**src/pkg/dbg_access_pkg.sv**
```systemverilog
// Purpose: Shared constants and carriers of the debug access controller
// Assumes: 32-bit AHB-Lite register bus, word aligned registers
// Notes:   Offsets are byte addresses inside the block's window
package dbg_access_pkg;

  // Register map
  localparam int unsigned OFS_W          = 4;
  localparam logic [3:0]  OFS_PIN_FUNC   = 4'h0;
  localparam logic [3:0]  OFS_TIMER_HALT = 4'h4;
  localparam logic [3:0]  OFS_STATUS     = 4'h8;
  localparam logic [3:0]  OFS_WORD_MASK  = 4'hC;

  // Pin function register fields (1 = general-purpose port)
  localparam int unsigned PF_CLK_BIT     = 0;
  localparam int unsigned PF_DATA_BIT    = 1;
  localparam logic [1:0]  PIN_FUNC_RESET = 2'h0;

  // Timer halt select fields (1 = stop while core halted)
  localparam int unsigned N_TIMERS         = 2;
  localparam int unsigned TMR_GENERAL_BIT  = 0;
  localparam int unsigned TMR_AUX_BIT      = 1;
  localparam logic [1:0]  TIMER_HALT_RESET = 2'h0;

  // Status register fields
  localparam int unsigned ST_LOCK_BIT      = 0;
  localparam int unsigned ST_CLK_GPIO_BIT  = 1;
  localparam int unsigned ST_DATA_GPIO_BIT = 2;
  localparam int unsigned ST_HALTED_BIT    = 3;
  localparam int unsigned ST_PIN_RST_BIT   = 4;
  localparam int unsigned ST_W             = 5;

  // Synchroniser lanes
  localparam int unsigned SYNC_W        = 4;
  localparam int unsigned SYNC_SWCLK    = 0;
  localparam int unsigned SYNC_SWDIO    = 1;
  localparam int unsigned SYNC_PINRST_N = 2;
  localparam int unsigned SYNC_STRAP_N  = 3;

  // AHB-Lite
  localparam int unsigned HTRANS_ACT_BIT = 1;
  localparam logic        HRESP_OKAY     = 1'b0;
  localparam logic [31:0] RDATA_RESET    = 32'h00000000;

  typedef struct packed {
    logic       valid;
    logic       wr;
    logic [3:0] ofs;
  } ahb_req_s;

  typedef struct packed {
    logic clk_rise;
    logic clk_fall;
    logic data;
  } dbg_link_s;

endpackage : dbg_access_pkg

```
**src/hw/sync_two_ff.sv**
```systemverilog
// Purpose: Two flip-flop synchroniser for asynchronous levels
// Assumes: Inputs change slowly against the system clock
// Notes:   First stage feeds only the second stage
`timescale 1ns/1ns
`default_nettype none
module sync_two_ff #(
  parameter int unsigned W = 1
) (
  input  wire logic         i_clk,
  input  wire logic         i_rst,
  input  wire logic [W-1:0] i_async,
  output var  logic [W-1:0] o_sync
);

  logic [W-1:0] meta;
  logic [W-1:0] next_meta;
  logic [W-1:0] next_sync;

  always_comb
  begin
    next_meta = i_async;
    next_sync = meta;
  end

  always_ff @(posedge i_clk or posedge i_rst)
  begin
    if (i_rst)
    begin
      meta   <= '0;
      o_sync <= '0;
    end
    else
    begin
      meta   <= next_meta;
      o_sync <= next_sync;
    end
  end

endmodule : sync_two_ff
`default_nettype wire

```
**src/hw/halt_freeze_ctrl.sv**
```systemverilog
// Purpose: Run enables for watchdog and timers around debug halt
// Assumes: Halt flag comes from core logic on the same clock
// Notes:   Counters hold their value while their enable is low
`timescale 1ns/1ns
`default_nettype none
module halt_freeze_ctrl (
  input  wire logic                                 i_clk,
  input  wire logic                                 i_rst,
  input  wire logic                                 i_core_halted,
  input  wire logic [dbg_access_pkg::N_TIMERS-1:0]  i_stop_sel,
  output var  logic                                 o_watchdog_run,
  output var  logic [dbg_access_pkg::N_TIMERS-1:0]  o_timer_run
);

  logic                                next_watchdog_run;
  logic [dbg_access_pkg::N_TIMERS-1:0] next_timer_run;

  // Only the watchdog and the selected timers are gated; all other
  // peripherals get no enable from here and keep running
  always_comb
  begin
    next_watchdog_run = ~i_core_halted;
    next_timer_run    = ~({dbg_access_pkg::N_TIMERS{i_core_halted}}
                          & i_stop_sel);
  end

  always_ff @(posedge i_clk or posedge i_rst)
  begin
    if (i_rst)
    begin
      o_watchdog_run <= 1'b1;
      o_timer_run    <= '1;
    end
    else
    begin
      o_watchdog_run <= next_watchdog_run;
      o_timer_run    <= next_timer_run;
    end
  end
endmodule : halt_freeze_ctrl
`default_nettype wire

```
**src/hw/debug_access_control.sv**
```systemverilog
// Purpose: Debug pin access control, strap lock and halt freeze
// Assumes: Pins, strap and pin reset are asynchronous to I_SYS_CLK
// Notes:   I_SYS_RST is power-on; I_WARM_RST covers other resets
//
// Register access over AHB-Lite and the register offsets were chosen for this implementation.
`timescale 1ns/1ns
`default_nettype none
module debug_access_control (
  input  wire logic                                I_SYS_CLK,
  input  wire logic                                I_SYS_RST,
  input  wire logic                                I_WARM_RST,
  input  wire logic                                I_RESET_PIN_N,
  input  wire logic                                I_DEBUG_ENABLE_STRAP_N,
  input  wire logic                                I_SWD_CLK_PIN,
  output var  logic                                O_SWD_CLK_PIN,
  output var  logic                                O_SWD_CLK_PIN_OE_N,
  input  wire logic                                I_SWD_DATA_PIN,
  output var  logic                                O_SWD_DATA_PIN,
  output var  logic                                O_SWD_DATA_PIN_OE_N,
  output var  dbg_access_pkg::dbg_link_s           O_CORE_LINK,
  input  wire logic                                I_CORE_DATA_OUT,
  input  wire logic                                I_CORE_DATA_OE,
  output var  logic [1:0]                          O_GPIO_IN,
  input  wire logic [1:0]                          I_GPIO_OUT,
  input  wire logic [1:0]                          I_GPIO_OE,
  input  wire logic                                I_CORE_HALTED,
  output var  logic                                O_WATCHDOG_RUN,
  output var  logic [dbg_access_pkg::N_TIMERS-1:0] O_TIMER_RUN,
  input  wire logic                                I_HSEL,
  input  wire logic [31:0]                         I_HADDR,
  input  wire logic [1:0]                          I_HTRANS,
  input  wire logic                                I_HWRITE,
  input  wire logic [2:0]                          I_HSIZE,
  input  wire logic [31:0]                         I_HWDATA,
  input  wire logic                                I_HREADY,
  output var  logic                                O_HREADYOUT,
  output var  logic [31:0]                         O_HRDATA,
  output var  logic                                O_HRESP
);

  function automatic logic ofs_hit(input logic [3:0] addr,
                                   input logic [3:0] ofs);
    ofs_hit = (addr & dbg_access_pkg::OFS_WORD_MASK) == ofs;
  endfunction : ofs_hit

  // Synchronised pin levels
  logic [dbg_access_pkg::SYNC_W-1:0] pin_sync;
  logic                              swclk_s;
  logic                              swdio_s;
  logic                              pin_rst_active;
  logic                              strap_n_s;

  sync_two_ff #(
    .W (dbg_access_pkg::SYNC_W)
  ) u_pin_sync (
    .i_clk   (I_SYS_CLK),
    .i_rst   (I_SYS_RST),
    .i_async ({I_DEBUG_ENABLE_STRAP_N, I_RESET_PIN_N,
               I_SWD_DATA_PIN, I_SWD_CLK_PIN}),
    .o_sync  (pin_sync)
  );

  assign swclk_s        = pin_sync[dbg_access_pkg::SYNC_SWCLK];
  assign swdio_s        = pin_sync[dbg_access_pkg::SYNC_SWDIO];
  assign pin_rst_active = ~pin_sync[dbg_access_pkg::SYNC_PINRST_N];
  assign strap_n_s      = pin_sync[dbg_access_pkg::SYNC_STRAP_N];

  // Strap lock state, cleared by power-on reset and reloaded from the strap at pin reset release
  logic pin_rst_prev;
  logic lock;
  logic pin_rst_release;
  logic next_pin_rst_prev;
  logic next_lock;

  assign pin_rst_release = pin_rst_prev & ~pin_rst_active;

  always_comb
  begin
    next_pin_rst_prev = pin_rst_active;
    next_lock         = lock;
    if (pin_rst_release)
    begin
      next_lock = ~strap_n_s;
    end
  end

  always_ff @(posedge I_SYS_CLK or posedge I_SYS_RST)
  begin
    if (I_SYS_RST)
    begin
      pin_rst_prev <= 1'b1;
      lock         <= 1'b0;
    end
    else
    begin
      pin_rst_prev <= next_pin_rst_prev;
      lock         <= next_lock;
    end
  end

  // Register file and AHB-Lite slave
  dbg_access_pkg::ahb_req_s                req;
  dbg_access_pkg::ahb_req_s                next_req;
  logic [1:0]                              pin_func;
  logic [1:0]                              next_pin_func;
  logic [dbg_access_pkg::N_TIMERS-1:0]     timer_halt;
  logic [dbg_access_pkg::N_TIMERS-1:0]     next_timer_halt;
  logic [31:0]                             next_rdata;
  logic [dbg_access_pkg::ST_W-1:0]         status;
  logic                                    clk_gpio;
  logic                                    data_gpio;
  logic                                    addr_valid;

  assign addr_valid = I_HSEL & I_HTRANS[dbg_access_pkg::HTRANS_ACT_BIT]
                      & I_HREADY;

  // Lock overrides any port function written by software
  assign clk_gpio  = pin_func[dbg_access_pkg::PF_CLK_BIT] & ~lock;
  assign data_gpio = pin_func[dbg_access_pkg::PF_DATA_BIT] & ~lock;

  always_comb
  begin
    status = '0;
    status[dbg_access_pkg::ST_LOCK_BIT]      = lock;
    status[dbg_access_pkg::ST_CLK_GPIO_BIT]  = clk_gpio;
    status[dbg_access_pkg::ST_DATA_GPIO_BIT] = data_gpio;
    status[dbg_access_pkg::ST_HALTED_BIT]    = I_CORE_HALTED;
    status[dbg_access_pkg::ST_PIN_RST_BIT]   = pin_rst_active;
  end

  always_comb
  begin
    next_req.valid  = addr_valid;
    next_req.wr     = I_HWRITE;
    next_req.ofs    = I_HADDR[3:0];
    next_pin_func   = pin_func;
    next_timer_halt = timer_halt;
    next_rdata      = O_HRDATA;
    if (req.valid && req.wr)
    begin
      if (ofs_hit(req.ofs, dbg_access_pkg::OFS_PIN_FUNC))
      begin
        next_pin_func = I_HWDATA[1:0];
      end
      if (ofs_hit(req.ofs, dbg_access_pkg::OFS_TIMER_HALT))
      begin
        next_timer_halt = I_HWDATA[dbg_access_pkg::N_TIMERS-1:0];
      end
    end
    if (I_WARM_RST || pin_rst_active)
    begin
      next_pin_func   = dbg_access_pkg::PIN_FUNC_RESET;
      next_timer_halt = dbg_access_pkg::TIMER_HALT_RESET;
    end
    // Read data is taken from next values so a read right after a write
    // returns the new contents
    if (addr_valid && !I_HWRITE)
    begin
      next_rdata = '0;
      if (ofs_hit(I_HADDR[3:0], dbg_access_pkg::OFS_PIN_FUNC))
      begin
        next_rdata[1:0] = next_pin_func;
      end
      else if (ofs_hit(I_HADDR[3:0], dbg_access_pkg::OFS_TIMER_HALT))
      begin
        next_rdata[dbg_access_pkg::N_TIMERS-1:0] = next_timer_halt;
      end
      else if (ofs_hit(I_HADDR[3:0], dbg_access_pkg::OFS_STATUS))
      begin
        next_rdata[dbg_access_pkg::ST_W-1:0] = status;
      end
    end
  end

  always_ff @(posedge I_SYS_CLK or posedge I_SYS_RST)
  begin
    if (I_SYS_RST)
    begin
      req        <= '0;
      pin_func   <= dbg_access_pkg::PIN_FUNC_RESET;
      timer_halt <= dbg_access_pkg::TIMER_HALT_RESET;
      O_HRDATA   <= dbg_access_pkg::RDATA_RESET;
    end
    else
    begin
      req        <= next_req;
      pin_func   <= next_pin_func;
      timer_halt <= next_timer_halt;
      O_HRDATA   <= next_rdata;
    end
  end

  assign O_HREADYOUT = 1'b1;
  assign O_HRESP     = dbg_access_pkg::HRESP_OKAY;

  // Debug link and pin drivers
  logic                      swclk_prev;
  logic                      next_swclk_prev;
  logic                      link_open;
  dbg_access_pkg::dbg_link_s next_link;
  logic                      next_clk_pin;
  logic                      next_clk_oe_n;
  logic                      next_data_pin;
  logic                      next_data_oe_n;
  logic [1:0]                next_gpio_in;

  // Link closed during pin reset or once a pin is a general port
  assign link_open = ~pin_rst_active & ~clk_gpio & ~data_gpio;

  always_comb
  begin
    next_swclk_prev    = swclk_s;
    next_link.clk_rise = link_open & swclk_s & ~swclk_prev;
    next_link.clk_fall = link_open & ~swclk_s & swclk_prev;
    next_link.data     = link_open & swdio_s;
    next_clk_pin       = 1'b0;
    next_clk_oe_n      = 1'b1;
    next_data_pin      = I_CORE_DATA_OUT;
    next_data_oe_n     = ~(I_CORE_DATA_OE & link_open);
    next_gpio_in       = 2'b00;
    if (clk_gpio)
    begin
      next_clk_pin    = I_GPIO_OUT[dbg_access_pkg::PF_CLK_BIT];
      next_clk_oe_n   = ~I_GPIO_OE[dbg_access_pkg::PF_CLK_BIT];
      next_gpio_in[dbg_access_pkg::PF_CLK_BIT] = swclk_s;
    end
    if (data_gpio)
    begin
      next_data_pin   = I_GPIO_OUT[dbg_access_pkg::PF_DATA_BIT];
      next_data_oe_n  = ~I_GPIO_OE[dbg_access_pkg::PF_DATA_BIT];
      next_gpio_in[dbg_access_pkg::PF_DATA_BIT] = swdio_s;
    end
  end

  always_ff @(posedge I_SYS_CLK or posedge I_SYS_RST)
  begin
    if (I_SYS_RST)
    begin
      swclk_prev          <= 1'b0;
      O_CORE_LINK         <= '0;
      O_SWD_CLK_PIN       <= 1'b0;
      O_SWD_CLK_PIN_OE_N  <= 1'b1;
      O_SWD_DATA_PIN      <= 1'b0;
      O_SWD_DATA_PIN_OE_N <= 1'b1;
      O_GPIO_IN           <= 2'b00;
    end
    else
    begin
      swclk_prev          <= next_swclk_prev;
      O_CORE_LINK         <= next_link;
      O_SWD_CLK_PIN       <= next_clk_pin;
      O_SWD_CLK_PIN_OE_N  <= next_clk_oe_n;
      O_SWD_DATA_PIN      <= next_data_pin;
      O_SWD_DATA_PIN_OE_N <= next_data_oe_n;
      O_GPIO_IN           <= next_gpio_in;
    end
  end

  // Halt freeze of watchdog and timers
  halt_freeze_ctrl u_halt_freeze (
    .i_clk          (I_SYS_CLK),
    .i_rst          (I_SYS_RST),
    .i_core_halted  (I_CORE_HALTED),
    .i_stop_sel     (timer_halt),
    .o_watchdog_run (O_WATCHDOG_RUN),
    .o_timer_run    (O_TIMER_RUN)
  );
endmodule : debug_access_control
`default_nettype wire

```
**config.mk**
```make
export PLATFORM = sky130hd
export DESIGN_NAME = debug_access_control
export DESIGN_NICKNAME = d
export VERILOG_FILES = /design/src/pkg/dbg_access_pkg.sv /design/src/hw/sync_two_ff.sv /design/src/hw/halt_freeze_ctrl.sv /design/src/hw/debug_access_control.sv
export SDC_FILE = /design/constraint.sdc
export NUM_CORES = 1
export LEC_CHECK = 0
export BUFFER_PORTS_ARGS = -buffer_cell sky130_fd_sc_hd__clkbuf_2
export CORE_MARGIN = 2
export CORE_UTILIZATION = 41
export CTS_BUF_LIST = sky130_fd_sc_hd__clkbuf_8
export DETAILED_ROUTE_END_ITERATION = 8
export GPL_TIMING_DRIVEN = 0
export PLACE_DENSITY_LB_ADDON = 0.15
export SLEW_MARGIN = 10
export SYNTH_ARGS = -nofsm -noshare
export SYNTH_HDL_FRONTEND = slang
export SYNTH_SLANG_ARGS = --single-unit
```
**constraint.sdc**
```tcl
create_clock -name I_SYS_CLK -period 2.6 [get_ports I_SYS_CLK]
set_clock_uncertainty 0.05 [all_clocks]
set_input_delay 0.39 -clock I_SYS_CLK [delete_from_list [all_inputs] [get_ports I_SYS_CLK]]
set_output_delay 0.39 -clock I_SYS_CLK [all_outputs]
set_load 0.02 [all_outputs]
```
=== After elaboration in Yosys (flattened, before gate mapping) ===
Cells that the tools add are included.

* Memory bits (read-only): 0
* Bits in writable memories: 0
* Flip-flop bits (word level): 38
* Latch bits: 0
* Word-level logic and storage cells: 73
* Memories kept: 0

* Order comparisons: 0
* Mux-type cells: 17
* $add $sub $neg: 0
* Div/mod/pow operators: 0
* Eq/ne operators: 3
* Shift operators: 0
* Bitwise logic cells: 26
* Multipliers: 0
* Reductions and logical operators: 6

{| class="wikitable"
|+ Operator list
! kind !! number
|-
| 2-bit two-way mux || 8
|-
| 1-bit bitwise AND || 13
|-
| 1-bit inverter || 11
|-
| 4-bit zero test || 2
|-
| 1-bit two-way mux || 6
|-
| 3-bit two-way mux || 2
|-
| 5-bit two-way mux || 1
|-
| 2-bit by 1-bit == test with 1-bit output, second input constant || 2
|-
| 2-bit bitwise AND || 1
|-
| 2-bit == test, second input constant || 1
|-
| 1-bit logical AND || 2
|-
| 2-bit inverter || 1
|-
| 1-bit zero test || 1
|-
| 1-bit logical OR || 1
|}

=== Logic depth before layout (Yosys ltp) ===
Gate-level depths: netlist (run 1).

* Depth in word-level cells: 8
* Depth in mapped cells: 4
* Mapped depth without buffers: 4

=== Modules after synthesis ===
A second synthesis (run 1) with hierarchy kept.

* Cells, all modules: 124
* Area total of the unflattened synthesis: 1480.2 um^2

{| class="wikitable"
|+ Modules (own cells, without submodules)
! module !! instances !! area an instance (um^2) !! cells each
|-
| debug_access_control || 1 || 1182.4 || 108
|-
| sync_two_ff || 1 || 203.9 || 9
|-
| halt_freeze_ctrl || 1 || 93.8 || 7
|}

=== Worst setup path after synthesis (run 1) ===
No wires, ideal clock.

* Kind: reg-to-reg
* From: register req[3] (netlist name)
* To: register O_HRDATA[0]
* Arrival time: 1.141 ns
* Buffers on the path: 0
* Period minus slack after synthesis: 1.286 ns
* Setup slack: 1.314 ns
* Cell stages (with the launch flop): 5
* Required time: 2.455 ns
* Cells stage by stage: dfrtp_1 > and4bb_1 > mux2i_1 > o31a_1 > o31ai_1

* Longest elaborated chain between the ends: 6

{| class="wikitable"
|+ Ends and longest elaborated chain
! what !! RTL line !! text
|-
| start, declared || debug_access_control.sv:102 || <nowiki>dbg_access_pkg::ahb_req_s req;</nowiki>
|-
| start signal, assigned || debug_access_control.sv:186 || <nowiki>req <= next_req;</nowiki>
|-
| 2-bit by 1-bit == test with 1-bit output || debug_access_control.sv:43 || <nowiki>ofs_hit = (addr & dbg_access_pkg::OFS_WORD_MASK) == ofs;</nowiki>
|-
| 2-bit two-way mux || debug_access_control.sv:145 || <nowiki>if (ofs_hit(req.ofs, dbg_access_pkg::OFS_TIMER_HALT))</nowiki>
|-
| 2-bit two-way mux || debug_access_control.sv:139 || <nowiki>if (req.valid && req.wr)</nowiki>
|-
| 2-bit two-way mux || debug_access_control.sv:150 || <nowiki>if (I_WARM_RST || pin_rst_active)</nowiki>
|-
| 2-bit two-way mux || debug_access_control.sv:164 || <nowiki>else if (ofs_hit(I_HADDR[3:0], dbg_access_pkg::OFS_TIMER_HALT))</nowiki>
|-
| 2-bit two-way mux * || debug_access_control.sv:160 || <nowiki>if (ofs_hit(I_HADDR[3:0], dbg_access_pkg::OFS_PIN_FUNC))</nowiki>
|-
| end signal, assigned || debug_access_control.sv:182 || <nowiki>O_HRDATA <= dbg_access_pkg::RDATA_RESET;</nowiki>
|-
| end signal, assigned || debug_access_control.sv:189 || <nowiki>O_HRDATA <= next_rdata;</nowiki>
|-
| end, declared || debug_access_control.sv:37 || <nowiki>output var logic [31:0] O_HRDATA,</nowiki>
|}

Every way passes the cells marked *; elsewhere a longest branch is shown, timed or not.
A chain may end at the register's enable or synchronous reset.

=== Worst setup path after layout (run 1) ===
* From: register req[3] (netlist name)
* To: register O_HRDATA[1]

The elaborated chain is that of the path after synthesis.

==> results of run 1 <==
-- worst min path at each step --
| stage | endpoint | slack [ns] | depth (start not counted) |
|---|---|---|---|
| finish | O_CORE_LINK[2]$_DFF_PP0_ | 0.16 | 2 |
| global route | u_pin_sync.meta[1]$_DFF_PP0_ | 0.15 | 1 |
| CTS | u_pin_sync.meta[1]$_DFF_PP0_ | 0.16 | 1 |
| detailed placement | u_pin_sync.o_sync[3]$_DFF_PP0_ | 0.29 | 0 |
| global placement | u_pin_sync.o_sync[2]$_DFF_PP0_ | 0.28 | 0 |
| floorplan | u_pin_sync.o_sync[0]$_DFF_PP0_ | 0.28 | 0 |
-- logic make-up after synthesis --
group / after synthesis / synth area share
AND/OR/NAND/NOR: 28 / 0.109
buffers and inverters: 36 / 0.166
multiplexers: 5 / 0.0367
other: 2 / 0.00512
AO/OA/AOI/OAI: 13 / 0.0639
flip-flops: 36 / 0.619
-- worst reg2reg max path: cells and delay by family, from the launching register on --
kind             cells  cell delay [ns]
AO/OA/AOI/OAI        2             0.47
AND/OR/NAND/NOR      1             0.33
multiplexers         1             0.11
flip-flops           1             0.37
-- layout by cell type, fill, tap and decap left out, types with 2 or more instances in the layout --
master / n
mux2_1: 2
and2_1: 4
nor2_1: 3
inv_1: 5
buf_4: 29
o31a_1: 2
o21ai_0: 2
a22oi_1: 3
mux2i_1: 2
clkbuf_2: 38
dfrtp_1: 30
o41ai_1: 2
conb_1: 29
nor2b_1: 4
clkbuf_8: 5
nor3b_1: 2
dfstp_2: 6
o31ai_1: 2
nand4b_1: 2
nand2_1: 8
-- registers in the layout, indices dropped and copies added (netlist names), 2 cells and up --
name	cells
O_CORE_LINK	3
O_GPIO_IN	2
O_HRDATA	5
pin_func	2
req	4
timer_halt	2
u_halt_freeze.o_timer_run	2
u_pin_sync.meta	4
u_pin_sync.o_sync	4
-- power breakdown --
part           switching, mW  internal [mW]  leakage [nW]
combinational         0.0886         0.0579         0.530
clock                  0.190          0.283        0.0541
sequential            0.0124          0.584         0.445
-- metrics by stage --
step | util | cells
3_5_place_dp | 0.536 | 231
5_1_grt | 0.569 | 239
6_report | 0.569 | 239
3_3_place_gp | 0.536 | 231
4_1_cts | 0.569 | 239
2_1_floorplan | - | 147
-- per-layer routing --
metal | global-route usage | wire length, um
met1 | 0.143 | 1070
met2 | 0.240 | 1190
met3 | 0.0651 | 258
met4 | 0.0652 | 29
met5 | 0 | 0
-- layout make-up --
class	instances	share of cell area
flip-flops and latches	36	0.471
multi-input cells	75	0.216
plain buffers	30	0.115
repair buffers	38	0.0986
clock buffers	5	0.0357
well taps	46	0.0299
clock inverters	3	0.0221
inverters	6	0.0117
==> impl_metrics.tcl, run 1 <==
set metrics [dict create \
    outcome "completed" \
    diodes 0 \
    gr-total-overflow 0 \
    fill_cells 304 \
    htree_levels 2 \
    fin_crit_ns 1.42 \
    leakagePower_nw 1.03 \
    cts_tree "yes" \
    cts.clk_slew.worst_paths_ns 0.07 \
    dp_slack_ns 0.921 \
    seqCellArea_sq_um 908 \
    rrSetupSlack_ns 1.18 \
    drv_slew 0 \
    async_flop_share 1.00 \
    drt_iter0_drc 13 \
    syn_to_final_growth_pct 31.4 \
    synth.avg_cell_area_sq_um 12.2 \
    cts-resized-gates 0 \
    setup_violations 0 \
    drtAntennaViolNets 0 \
    grt_usage 0.139 \
    drc_errors 0 \
    synth_cells 120 \
    critPathKind "reg2reg" \
    place_area_sq_um 1820 \
    dieArea_sq_um 4070 \
    p_total_mw 1.22 \
    vias_per_cell 4.15 \
    grt_antenna_before_repair 0 \
    ioPinCount 132 \
    r2r-start "req[3]$_DFF_PP0_" \
    grt_max_degree 37 \
    max-vdd-ir-drop_uv 307 \
    drive_above_1_share 0.430 \
    die_h_um 63.8 \
    power_density_nw_per_um2 631 \
    die_w_um 63.8 \
    final_nets 278 \
    finalWorstSetupSlack_ns 1.18 \
    cts_hold_buf 0 \
    cp.buffers_inverters 0 \
    crit_path_end_kind "flip-flop" \
    synthFlopType "dfrtp_1" \
    fmax_mhz 704 \
    firstDrtPassIters 4 \
    max-cap-violations 0 \
    path_max_fanout 2 \
    insertion_delay_ns 0.28 \
    cts-buffers-inserted 5 \
    vias 992 \
    crit_arrival_ns 1.56 \
    synth_area_leaders "dfrtp_1 (51%), buf_4 (15%), dfstp_2 (11%), nand2_1 (2.0%), and2_1 (1.7%)" \
    routed_wl_mm 2.55 \
    ys_types 27 \
    hpwl_mm 1.97 \
    gp_congestion 0.778 \
    synth_area_leader_cell "dfrtp_1" \
    cts.sinks 36 \
    grt_pass1_wl_mm 4.28 \
    multi_input_area_sq_um 417 \
    port_buffers 38 \
    hold_viol_final 0 \
    critPathTopFamily "compound AO/OA/AOI/OAI gates" \
    tns_ns 0 \
    hold_slack_ns 0.158 \
    slowest_delay_ns 0.37 \
    yosysMostFrequentCell "dfrtp_1" \
    rows 21 \
    worstSetupEndpoint "O_HRDATA[1]$_DFFE_PP0P_" \
    synth_top_area_frac 0.512 \
    wire_per_inst_um 10.7 \
    post_cts_buffers 0 \
    critPathRequiredTime_ns 2.74 \
    rsz0062_at_grt "no" \
    yosys_warnings 0 \
    rr_endpoint "O_HRDATA[1]$_DFFE_PP0P_" \
    core_area_sq_um 3390 \
    syn_area_sq_um 1470 \
    slowest_stage "dfrtp_1" \
    ys_ff_latch 36 \
    period_share 0.546 \
    grt_pass1_vias 1038 \
    worst_slew_pin_slew_ns 0.713 \
    clockRootBuffer "clkbuf_8" \
    worst_setup_path_start_kind "flip-flop" \
    ys_seq_area_frac 0.619 \
    synth_edf_count 0 \
    reg2reg_depth 4 \
    clockBufferDepth 2 \
    worstHoldPathType "in2async" \
    cp.depth 4 \
    start_util 0.433 \
    relSlewSlack 0.524 \
    crit_path_cell_trace "and4bb_1 > mux2i_1 > o31a_1 > o31ai_1" \
    synth_common_cells "dfrtp_1 (30), buf_4 (29), nand2_1 (8)" \
    final_cell_area_sq_um 1930 \
    crit_start "req[3]$_DFF_PP0_" \
]
No activity file was read; power rests on OpenSTA's default activity.
==> run 2: changes to the inputs <==
--- a/config.mk
+++ b/config.mk
@@ -7,7 +7,7 @@
 export LEC_CHECK = 0
 export BUFFER_PORTS_ARGS = -buffer_cell sky130_fd_sc_hd__clkbuf_2
 export CORE_MARGIN = 2
-export CORE_UTILIZATION = 41
+export CORE_UTILIZATION = 38
 export CTS_BUF_LIST = sky130_fd_sc_hd__clkbuf_8
 export DETAILED_ROUTE_END_ITERATION = 8
 export GPL_TIMING_DRIVEN = 0
==> constraint.sdc (replaced) <==
create_clock -name I_SYS_CLK -period 1.38 [get_ports I_SYS_CLK]
set_clock_uncertainty 0.05 [all_clocks]
set_input_delay 0.207 -clock I_SYS_CLK [delete_from_list [all_inputs] [get_ports I_SYS_CLK]]
set_output_delay 0.207 -clock I_SYS_CLK [all_outputs]
set_load 0.02 [all_outputs]
==> impl_metrics.tcl, run 2 (same netlist as run 1, synthesis figures left out) <==
set metrics [dict create \
    outcome "finished with violations" \
    violations "negative setup slack" \
    reg2reg_depth 4 \
    path_max_fanout 2 \
    max-cap-violations 0 \
    final_cell_area_sq_um 2010 \
    finalWorstSetupSlack_ns -0.0149 \
    layout_commonest_cell "clkbuf_2" \
    r2r-start "req[3]$_DFF_PP0_" \
    max-vdd-ir-drop_uv 478 \
    wire_per_inst_um 10.5 \
    grt.met1_usage 0.155 \
    utilization 0.545 \
    dp.cells 233 \
    syn_to_final_growth_pct 36.9 \
    use_met3 0.0562 \
    cts-buffers-inserted 5 \
    fill_cells 342 \
    diodes 0 \
    final_nets 286 \
    drc_errors 0 \
    crit_start "req[3]$_DFF_PP0_" \
    rrSetupSlack_ns -0.01 \
    largest_register_ffs 5 \
    die_w_um 66.1 \
    leakagePower_nw 1.06 \
    gr-total-overflow 0 \
    grt_pass1_vias 961 \
    firstDrtPassIters 4 \
    htree_levels 2 \
    cts.sinks 36 \
    hold_viol_final 0 \
    grt_max_degree 37 \
    layout_common_cells "clkbuf_2 (38), dfrtp_1 (30), buf_4 (29), conb_1 (29)" \
    drt_iter0_drc 33 \
    insertion_delay_ns 0.29 \
    fin_crit_ns 1.39 \
    rsz0062_at_grt "yes" \
    critPathKind "reg2reg" \
    post_cts_buffers 0 \
    cts.clk_slew.worst_paths_ns 0.07 \
    drv_slew 0 \
    vias 1006 \
    grt_pass1_wl_mm 4.20 \
    cts_tree "yes" \
    relSlewSlack 0.528 \
    worstHoldPathType "in2reg" \
    worst_setup_path_start_kind "flip-flop" \
    period_share 1.01 \
    multi_input_area_sq_um 427 \
    setup_violations 2 \
    largest-register "O_HRDATA" \
    grt_antenna_before_repair 0 \
    clockBufferDepth 2 \
    power_density_nw_per_um2 1100 \
    ioPinCount 132 \
    busiest_layer "met2" \
    start_util 0.398 \
    vias_per_cell 4.04 \
    crit_arrival_ns 1.55 \
    fmax_mhz 717 \
    min_path_cells 2 \
    drive_above_1_share 0.428 \
    hpwl_mm 1.94 \
    gp_congestion 0.754 \
    critPathRequiredTime_ns 1.53 \
    place_area_sq_um 1820 \
    worstSetupEndpoint "O_HRDATA[0]$_DFFE_PP0P_" \
    crit_path_end_kind "flip-flop" \
    rows 22 \
    grt_usage 0.135 \
    die_h_um 66.1 \
    routed_wl_mm 2.60 \
    port_buffers 38 \
    drtAntennaViolNets 0 \
    clockRootBuffer "clkbuf_8" \
    core_area_sq_um 3690 \
    seqCellArea_sq_um 908 \
    instances_no_fill 249 \
    grt_util_met2 0.218 \
    dieArea_sq_um 4380 \
    rr_endpoint "O_HRDATA[0]$_DFFE_PP0P_" \
    worst_slew_pin_slew_ns 0.707 \
]
[run 2: changes by cell type in the layout (fill, tap and decap cells not counted), moves of 2 or more]
cell / change
o31ai_2: +2
dlygate4sd3_1: +8
clkbuf_8: +2
o31ai_1: -2
[run 2: worst min-delay path by stage]
stage,start,endpoint
floorplan,I_HADDR[2],req[2]$_DFF_PP0_
global placement,I_RESET_PIN_N,u_pin_sync.meta[2]$_DFF_PP0_
finish,I_CORE_DATA_OE,O_SWD_DATA_PIN_OE_N$_DFF_PP1_
CTS,I_CORE_DATA_OE,O_SWD_DATA_PIN_OE_N$_DFF_PP1_
detailed placement,I_DEBUG_ENABLE_STRAP_N,u_pin_sync.meta[3]$_DFF_PP0_
global route,I_CORE_DATA_OE,O_SWD_DATA_PIN_OE_N$_DFF_PP1_
[run 2: stage by stage]
step                      total power [mW]  setup slack (ns)  hold WS [ns]  setup TNS, ns
after global routing                  2.33            -0.115       0.00624         -0.207
after CTS                             2.24           -0.0577       0.00932         -0.105
after floorplan                       1.34            0.0940         0.188              0
after detailed placement              1.42           -0.0639         0.268         -0.109
final                                 2.22           -0.0149        0.0188        -0.0245
after global placement                1.41           -0.0644         0.265          -1.90
[run 2: repair_timing]
| item | 4_1_cts | 5_1_grt |
|---|---|---|
| resized for setup | 1 | 3 |
| endpoints found under the hold margin | 30 | 0 |
| cloned | 0 | 0 |
| hold buffers | 8 | 0 |
| endpoints found under the setup margin | 2 | 2 |
[run 2: cell type report]
class / instances / area share
plain buffers: 30 / 0.110
clock buffers: 7 / 0.0479
clock inverters: 1 / 0.00187
inverters: 6 / 0.0112
multi-input cells: 75 / 0.212
flip-flops and latches: 36 / 0.452
well taps: 48 / 0.0299
repair buffers: 46 / 0.134
[run 2: worst max-delay path: stages, from the launching register on]
cell      delay (ns)
dfrtp_1         0.37
and4bb_2        0.34
mux2i_1         0.11
o31a_1          0.26
o31ai_2         0.18
[run 2: where the power goes]
part | total, mW | switching, mW | internal [mW]
sequential | 1.12 | 0.0217 | 1.10
combinational | 0.296 | 0.171 | 0.125
clock | 0.796 | 0.349 | 0.448
[run 2: metal layers]
metal | part of all wire | vias up
li1 | - | 495
met1 | 0.41 | 450
met2 | 0.48 | 56
met3 | 0.093 | 5
met4 | 0.020 | 0
met5 | 0 | -
==> run 3: changes to the inputs <==
--- a/config.mk
+++ b/config.mk
@@ -7,7 +7,7 @@
 export LEC_CHECK = 0
 export BUFFER_PORTS_ARGS = -buffer_cell sky130_fd_sc_hd__clkbuf_2
 export CORE_MARGIN = 2
-export CORE_UTILIZATION = 38
+export CORE_UTILIZATION = 34
 export CTS_BUF_LIST = sky130_fd_sc_hd__clkbuf_8
 export DETAILED_ROUTE_END_ITERATION = 8
 export GPL_TIMING_DRIVEN = 0
==> constraint.sdc (replaced) <==
create_clock -name I_SYS_CLK -period 1.2 [get_ports I_SYS_CLK]
set_clock_uncertainty 0.05 [all_clocks]
set_input_delay 0.18 -clock I_SYS_CLK [delete_from_list [all_inputs] [get_ports I_SYS_CLK]]
set_output_delay 0.18 -clock I_SYS_CLK [all_outputs]
set_load 0.02 [all_outputs]
==> impl_metrics.tcl, run 3 (same netlist as run 1, synthesis figures left out) <==
set metrics [dict create \
    cts.sinks 36 \
    hold_slack_ns -0.0590 \
    drtAntennaViolNets 0 \
    max-vdd-ir-drop_uv 483 \
    wire_per_inst_um 11.2 \
    largest-register "O_HRDATA" \
    critPathRequiredTime_ns 1.35 \
    max-cap-violations 0 \
    tns_ns -0.386 \
    cts.clk_slew.worst_paths_ns 0.07 \
    drc_errors 0 \
    rsz0062_at_grt "yes" \
    fmax_mhz 718 \
    syn_to_final_growth_pct 39.0 \
    gr-total-overflow 0 \
    largest_register_ffs 5 \
    rows 23 \
    leakagePower_nw 1.06 \
    layout_common_cells "clkbuf_2 (34), buf_4 (31), dfrtp_1 (30)" \
    setup_violations 3 \
    clockBufferDepth 2 \
    diodes 0 \
    grt_pass1_wl_mm 4.60 \
    rr_endpoint "O_HRDATA[0]$_DFFE_PP0P_" \
    grt_antenna_before_repair 0 \
    hold_viol_final 30 \
    multi_input_area_sq_um 459 \
    drv_slew 0 \
    port_buffers 38 \
    fin_crit_ns 1.39 \
    drive_above_1_share 0.453 \
    final_nets 286 \
    dieArea_sq_um 4860 \
    ioPinCount 132 \
    clockRootBuffer "clkbuf_8" \
    power_density_nw_per_um2 1220 \
    critPathKind "reg2reg" \
    layout_commonest_cell "clkbuf_2" \
    insertion_delay_ns 0.28 \
    core_area_sq_um 4090 \
    routed_wl_mm 2.80 \
    worst_slew_pin_slew_ns 0.704 \
    gp_congestion 0.888 \
    relSlewSlack 0.530 \
    reg2reg_depth 4 \
    period_share 1.16 \
    start_util 0.359 \
    grt_usage 0.123 \
    vias_per_cell 4.09 \
    grt_max_degree 37 \
    firstDrtPassIters 4 \
    crit_path_end_kind "flip-flop" \
    violations "negative hold slack, negative setup slack" \
    hpwl_mm 2.02 \
    path_max_fanout 2 \
    outcome "finished with violations" \
    cts_tree "yes" \
    htree_levels 2 \
    finalWorstSetupSlack_ns -0.192 \
    crit_arrival_ns 1.54 \
    cts-buffers-inserted 5 \
    worst_setup_path_start_kind "flip-flop" \
    r2r-start "req[3]$_DFF_PP0_" \
    die_h_um 69.7 \
    die_w_um 69.7 \
    worstHoldPathType "in2async" \
    drt_iter0_drc 13 \
    rrSetupSlack_ns -0.19 \
    vias 1027 \
    grt_pass1_vias 1021 \
    seqCellArea_sq_um 908 \
    fill_cells 388 \
]
## run 3: repair_timing
| action | CTS | global route |
|---|---|---|
| pin swaps | 1 | 2 |
| endpoints found under the hold margin | 7 | 0 |
| setup endpoints to repair | 7 | 12 |
| resized for setup | 8 | 11 |
| cloned | 0 | 0 |
| setup buffers | 0 | 0 |
| hold buffers | 8 | 0 |
## run 3: worst max path at each step
stage	startpoint	to	cells after the start
2_1_floorplan	req[3]$_DFF_PP0_	O_HRDATA[0]$_DFFE_PP0P_	4
3_3_place_gp	I_SYS_RST	req[2]$_DFF_PP0_	2
3_5_place_dp	I_SYS_RST	timer_halt[1]$_DFF_PP0_	2
4_1_cts	req[2]$_DFF_PP0_	O_HRDATA[1]$_DFFE_PP0P_	4
5_1_grt	req[3]$_DFF_PP0_	O_HRDATA[0]$_DFFE_PP0P_	4
6_report	req[3]$_DFF_PP0_	O_HRDATA[0]$_DFFE_PP0P_	4
## run 3: per-stage QoR
stage          power [mW]  utilization  setup WS [ns]  area [sq um]  std cells
6_report             2.49        0.499         -0.192          2040        251
5_1_grt              2.60        0.499         -0.270          2040        251
4_1_cts              2.50        0.493         -0.218          2020        251
3_5_place_dp         1.63        0.446         -0.278          1820        235
3_3_place_gp         1.62        0.446         -0.192          1820        235
2_1_floorplan        1.55            -        -0.0860          1570        147
## run 3: routing by layer
layer / wire length (um) / vias to the layer above / GRT usage
met5: 0 / - / 0
met4: 51 / 0 / 0.0577
met3: 271 / 6 / 0.0494
met2: 1360 / 53 / 0.200
met1: 1120 / 471 / 0.143
li1: - / 497 / -
## run 3: final cells by class
class | instances | share of cell area
buffer | 30 | 0.109
timing repair buffer | 46 | 0.135
multi-input combinational | 75 | 0.225
clock inverter | 2 | 0.00368
inverter | 6 | 0.0110
sequential | 36 | 0.445
clock buffer | 6 | 0.0405
tap | 50 | 0.0307
## run 3: power by group
part / total, mW / internal, mW / switching, mW
sequential: 1.30 / 1.27 / 0.0307
combinational: 0.346 / 0.145 / 0.201
clock: 0.844 / 0.451 / 0.393
total: 2.49 / 1.86 / 0.625
## run 3: critical path, cell delays in order (launching register included)
cell and delay (ns):
dfrtp_1 0.37, and4bb_2 0.34, mux2i_1 0.11, o31a_1 0.25, o31ai_1 0.18
